**config.mk**
```make
export PLATFORM = sky130hd
export DESIGN_NAME = flash_config_page_reset_loader
export DESIGN_NICKNAME = d
export VERILOG_FILES = /design/src/rtl/cfg_loader_pkg.sv /design/src/rtl/flash_config_page_reset_loader.sv
export VERILOG_INCLUDE_DIRS = /design/src /design/src/rtl
export SDC_FILE = /design/constraint.sdc
export NUM_CORES = 1
export LEC_CHECK = 0
export ABC_AREA = 0
export BUFFER_PORTS_ARGS = -buffer_cell sky130_fd_sc_hd__buf_2
export CAP_MARGIN = 20
export CORE_MARGIN = 1.5
export CORE_UTILIZATION = 40
export DETAILED_ROUTE_END_ITERATION = 12
export PLACE_DENSITY = 0.68
export REMOVE_ABC_BUFFERS = 1
export SYNTH_ARGS = -nofsm -noshare
export SYNTH_HDL_FRONTEND = slang
export SYNTH_SLANG_ARGS = --single-unit
```
**constraint.sdc**
```tcl
create_clock -name clk_in -period 4.6 [get_ports clk_in]
set_clock_uncertainty 0.1 [all_clocks]
set_input_delay 0.69 -clock clk_in [delete_from_list [all_inputs] [get_ports clk_in]]
set_output_delay 0.69 -clock clk_in [all_outputs]
set_load 0.01 [all_outputs]
```
**src/rtl/cfg_loader_cfg.svh**
```systemverilog
`ifndef CFG_LOADER_CFG_SVH
`define CFG_LOADER_CFG_SVH
`define CTRL_OFFSET 8'h08
`define STATUS_OFFSET 8'h0C
`define BASE_OFFSET 8'h10
`define LEN_OFFSET 8'h14
`define SEL_LSB 0
`define SEL_MSB 2
`define OVR_BIT 3
`define TRIG_BIT 2
`define CTRL_RESET 8'h00
`define SEL_POS_LSB 4
`define OVR_POS 7
`define REGION_SHIFT 20
`define LEN_RESET 24'h010000
`define DCLK_HALF 4
`endif

```
**src/rtl/cfg_loader_pkg.sv**
```systemverilog
package cfg_loader_pkg;
  typedef enum logic [2:0] {st_idle, st_addr, st_wait, st_shift_lo, st_shift_hi, st_done} ld_state_t;
  typedef struct packed {
    logic [23:0] addr;
    logic oe_n;
    logic ce_n;
  } flash_req_t;
  typedef struct packed {
    logic dclk;
    logic data;
    logic config_n;
  } cfg_pins_t;
  typedef struct packed {
    ld_state_t st;
    logic [2:0] sel;
    logic ovr;
    logic [2:0] active;
    logic busy;
    logic done_flag;
    logic [23:0] len;
    logic [23:0] cnt;
    logic [15:0] word;
    logic [3:0] bitn;
    logic [2:0] div;
    logic [1:0] wait_cnt;
    flash_req_t fl;
    cfg_pins_t cp;
    logic [7:0] rdata;
    logic [1:0] strap_sync;
  } ld_regs_t;
endpackage

```
**src/rtl/flash_config_page_reset_loader.sv**
```systemverilog
`timescale 1ns/10ps
`include "cfg_loader_cfg.svh"
module flash_config_page_reset_loader (
  input wire logic clk_in, // 250 MHz clock
  input wire logic rst_in, // async reset, active high
  input wire logic [7:0] addr_in, // register byte address
  input wire logic [7:0] wdata_in, // register write data
  input wire logic wr_in, // write strobe
  input wire logic rd_in, // read strobe
  output logic [7:0] rdata_out, // read data, cycle after read
  input wire logic [2:0] strap_region_in, // region used when override is 1
  input wire logic [15:0] flash_data_in, // flash data bus
  output cfg_loader_pkg::flash_req_t flash_out, // flash address and controls
  output cfg_loader_pkg::cfg_pins_t cfg_out, // dclk, data, config_n to target
  output logic busy_out // loading in progress
);
  import cfg_loader_pkg::*;
  ld_regs_t r, next_r;
  logic [2:0] strap_q1;
  logic [2:0] strap_q2;
  logic [15:0] fd_q1;
  logic [15:0] fd_q2;
  logic [2:0] region;
  always_ff @(posedge clk_in or posedge rst_in) begin
    if (rst_in) begin
      strap_q1 <= 3'h0;
      strap_q2 <= 3'h0;
      fd_q1 <= 16'h0000;
      fd_q2 <= 16'h0000;
    end else begin
      strap_q1 <= strap_region_in;
      strap_q2 <= strap_q1;
      fd_q1 <= flash_data_in;
      fd_q2 <= fd_q1;
    end
  end
  // override 0 means software select governs
  assign region = r.ovr ? strap_q2 : r.sel;
  always_comb begin
    next_r = r;
    next_r.strap_sync = 2'b00;
    next_r.rdata = 8'h00;
    if (rd_in) begin
      unique case (addr_in)
        `CTRL_OFFSET: next_r.rdata = {r.ovr, r.sel, 4'h0};
        `STATUS_OFFSET: next_r.rdata = {r.active, 3'h0, r.done_flag, r.busy};
        `LEN_OFFSET: next_r.rdata = r.len[23:16];
        default: next_r.rdata = 8'h00;
      endcase
      if (addr_in == `STATUS_OFFSET) begin
        next_r.done_flag = 1'b0;
      end
    end
    if (wr_in && addr_in == `CTRL_OFFSET) begin
      next_r.sel = wdata_in[`SEL_POS_LSB+2:`SEL_POS_LSB];
      next_r.ovr = wdata_in[`OVR_POS];
    end
    if (wr_in && addr_in == `LEN_OFFSET) begin
      next_r.len = {wdata_in, 16'h0000};
    end
    unique case (r.st)
      st_idle: begin
        if (wr_in && addr_in == `CTRL_OFFSET && wdata_in[`TRIG_BIT]) begin
          next_r.active = region;
          next_r.busy = 1'b1;
          next_r.cnt = 24'h000000;
          next_r.cp.config_n = 1'b0;
          next_r.st = st_addr;
        end
      end
      st_addr: begin
        // region base is index times region size
        next_r.fl.addr = {r.active, 21'h0} + r.cnt;
        next_r.fl.ce_n = 1'b0;
        next_r.fl.oe_n = 1'b0;
        next_r.cp.config_n = 1'b1;
        // park dclk low between words so every high phase is exactly one half period
        next_r.cp.dclk = 1'b0;
        next_r.wait_cnt = 2'h3;
        next_r.st = st_wait;
      end
      st_wait: begin
        if (r.wait_cnt == 2'h0) begin
          next_r.word = fd_q2;
          next_r.bitn = 4'hF;
          next_r.div = 3'h0;
          next_r.st = st_shift_lo;
        end else begin
          next_r.wait_cnt = r.wait_cnt - 2'h1;
        end
      end
      st_shift_lo: begin
        next_r.cp.dclk = 1'b0;
        next_r.cp.data = r.word[0];
        next_r.div = r.div + 3'h1;
        if (r.div == 3'(`DCLK_HALF - 1)) begin
          next_r.div = 3'h0;
          next_r.st = st_shift_hi;
        end
      end
      st_shift_hi: begin
        next_r.cp.dclk = 1'b1;
        next_r.div = r.div + 3'h1;
        if (r.div == 3'(`DCLK_HALF - 1)) begin
          next_r.div = 3'h0;
          next_r.word = {1'b0, r.word[15:1]};
          next_r.bitn = r.bitn - 4'h1;
          if (r.bitn == 4'h0) begin
            next_r.cnt = r.cnt + 24'h000001;
            next_r.st = (r.cnt + 24'h000001 >= r.len) ? st_done : st_addr;
          end else begin
            next_r.st = st_shift_lo;
          end
        end
      end
      st_done: begin
        next_r.fl.ce_n = 1'b1;
        next_r.fl.oe_n = 1'b1;
        next_r.cp.dclk = 1'b0;
        next_r.busy = 1'b0;
        next_r.done_flag = 1'b1;
        next_r.st = st_idle;
      end
      default: next_r.st = st_idle;
    endcase
  end
  always_ff @(posedge clk_in or posedge rst_in) begin
    if (rst_in) begin
      r <= '0;
      r.st <= st_idle;
      r.len <= `LEN_RESET;
      r.fl.ce_n <= 1'b1;
      r.fl.oe_n <= 1'b1;
      r.cp.config_n <= 1'b1;
    end else begin
      r <= next_r;
    end
  end
  assign rdata_out = r.rdata;
  assign flash_out = r.fl;
  assign cfg_out = r.cp;
  assign busy_out = r.busy;
endmodule

```
==> flow_summary.ini <==
[cts]
cts_buffers = 17
ctsResizeCount = 0
cts_num_sinks = 143
worstSkewPairLatency_ns = 0.43
clkTransAtPathRegs_ns = 0.07
cts_buffer_depth = 2
ctsHoldBuffers = 0
cts_setup_buffers = 0
root_buffer = clkbuf_16
cts_max_level = 4
cts_tree = done

[worst_setup_path]
slowest_stage = nor4_2
cp_data_required_time_ns = 4.86
path_cells = ha_1, nand3_1, nor4_2, and3_1, xor2_1, ha_1, nand4_1, nor4_1, and3_1, nand4_1, or4_1, o21ai_1
critPathTopFamily = simple AND/OR/NAND/NOR gates
start_kind = flop
worst_setup_path_end_kind = flop
worstReg2RegEnd = r[123]$_DFFE_PP0P_
cp_num_buf_inv = 0
r2r-start = r[64]$_DFFE_PP0P_
crit_fanout = 8
arrival_ns = 4.06
reg2reg_depth = 12
rrSetupSlack_ns = 0.80
critical-path-max-stage-delay_ns = 0.51
critical_path_class = flop to flop

[floorplan]
core_um2 = 16000
ios = 77
die_h_um = 132
die_area_um2 = 17300
initial_core_util = 0.413
fp.dieW_um = 132
rows = 46

[final_layout]
area_growth_pct = 13.5
fin_nets = 692
final_area_um2 = 7510
seq_area_um2 = 3580
fill_cells = 1499
multi_input_area_um2 = 2560
final_cells = 866
drive_above_1_share = 0.262
utilization = 0.469
antenna-diode-count = 0

[routing]
ant_nets = 0
dr.first_iter.drc_count = 367
wl_um = 13700
wl_per_cell_um = 15.8
route.detailed.drc = 0
vias = 4530
vias_per_cell = 5.23
drt-pass1-iter-count = 7

[timing]
setup_violations = 0
hold-worst-slack_ns = 0.0571
period_needed_ns = 3.80
hold_viol_final = 0
max_slew_margin = 0.396
grt_setup_unrepaired = false
fin_crit_sh = 0.826
final.setup.worst_slack_ns = 0.799
slew_viol_final = 0
worst_slew_pin_slew_ns = 0.907
max_freq_mhz = 263

[pwr]
power_density_nw_per_um2 = 362
leakagePower_uw = 0.00320
ir_drop_mv = 0.269

[run_status]
status = finished clean

[yosys]
yosysTopAreaCell = dfrtp_1
async_reset_ff_frac = 1.00
synth_edf_count = 0
ys_top_cells_by_area = dfrtp_1 (53%), mux2_2 (6.3%), buf_4 (4.3%)
yosysWarnings = 0
yosys-top-cells-count = dfrtp_1 (140), nand2_1 (66), buf_4 (38)
synth_flop_cell = dfrtp_1
syn_avg_cell_area_um2 = 11.0
synthCells = 602
synth_most_common_cell = dfrtp_1
synth.top_cell.area_share = 0.530
ys_ff_latch = 143
ys_seq_area_frac = 0.542
post_synth_num_cell_types = 60
syn_area_um2 = 6610

[placed_design]
dpl-instance-area_um2 = 6890
post-dp-hpwl_um = 9180
gp_congestion = 0.888
port_buffers = 76
dp_slack_ns = 0.938
dp.cells = 832

[global_route]
grt_max_degree = 111
grt_first_pass_wirelength_um = 23100
gr-total-overflow = 0
grt_use_total = 0.169
antenna_found_initial = 0
first_global_vias = 4447

[job]
cap_viol_max_count = 0

[hold_path]
hold_path.class = input port to async pin
==> layout make-up <==
type / count / area share
Timing Repair Buffer: 81 / 0.0588
Multi-Input combinational cell: 375 / 0.341
Inverter: 19 / 0.0102
Sequential cell: 143 / 0.477
Clock inverter: 14 / 0.0183
Tap cell: 216 / 0.0360
Clock buffer: 18 / 0.0585
==> how the worst max path moves through the flow <==
| stage | cells after the start | startpoint | to |
|---|---|---|---|
| floorplan | 1 | rst_in | busy_out$_DFFE_PP0P_ |
| global placement | 12 | r[64]$_DFFE_PP0P_ | r[123]$_DFFE_PP0P_ |
| detailed placement | 12 | r[64]$_DFFE_PP0P_ | r[123]$_DFFE_PP0P_ |
| CTS | 12 | r[64]$_DFFE_PP0P_ | r[123]$_DFFE_PP0P_ |
| global route | 12 | r[64]$_DFFE_PP0P_ | r[123]$_DFFE_PP0P_ |
| finish | 12 | r[64]$_DFFE_PP0P_ | r[123]$_DFFE_PP0P_ |
==> cells by family after synthesis <==
kind of cell	Yosys count	share of synthesized area
DFF	143	0.542
AOI/OAI and AO/OA	107	0.103
xor gates and xnor gates	21	0.0278
and+or+nand+nor	186	0.148
buffers and inverters	84	0.0723
muxes	45	0.0751
adders and majority gates	16	0.0314
==> through the flow <==
stage	TNS [ns]	power, uW
5_1_grt	0	2820
4_1_cts	0	2740
3_3_place_gp	0	1390
3_5_place_dp	0	1400
6_report	0	2710
2_1_floorplan	-3.21	1360
==> registers in the layout, indices dropped and copies added (netlist names), 3 cells and up <==
register   flops
fd_q2         16
r             68
fd_q1         16
strap_q2       3
cfg_out        3
flash_out     25
rdata_out      8
strap_q1       3
==> routing by layer <==
metal	part of all wire	up-vias	routed length, um	GRT usage
met2	0.46	148	6360	0.251
met1	0.45	2211	6140	0.223
met5	0	-	0	0
li1	-	2139	-	-
met3	0.065	32	888	0.0532
met4	0.024	0	331	0.0796
==> placed cells by master, fill, tap and decap left out, types with 3 or more instances in the layout <==
cell,synthesis,final
inv_6,0,4
nand3_1,15,15
nor2b_1,13,13
o211ai_1,3,3
inv_1,19,18
a22oi_1,17,17
nor3_1,10,9
nand4_1,12,12
xnor2_1,14,14
mux2_2,37,37
clkbuf_16,0,17
buf_4,38,3
nor4_2,3,3
a31oi_1,13,13
dfrtp_1,140,140
nor2_1,31,30
a22o_1,4,4
and4_1,3,3
xor2_1,7,7
nor3b_1,3,3
o21ai_0,20,20
nand2b_1,5,5
o21ai_1,10,10
a21oi_1,22,22
dfstp_2,3,3
ha_1,15,15
inv_8,0,8
mux2i_1,8,8
buf_2,4,76
and3_1,9,9
o21a_1,4,4
nand2_1,66,66
==> power breakdown <==
part / total [uW] / switching [uW] / internal [uW]
sequential: 1300 / 13.2 / 1290
clock: 1340 / 602 / 736
combinational: 76.2 / 46.4 / 29.8
total: 2710 / 662 / 2050
(Power assumes the default switching activity.)
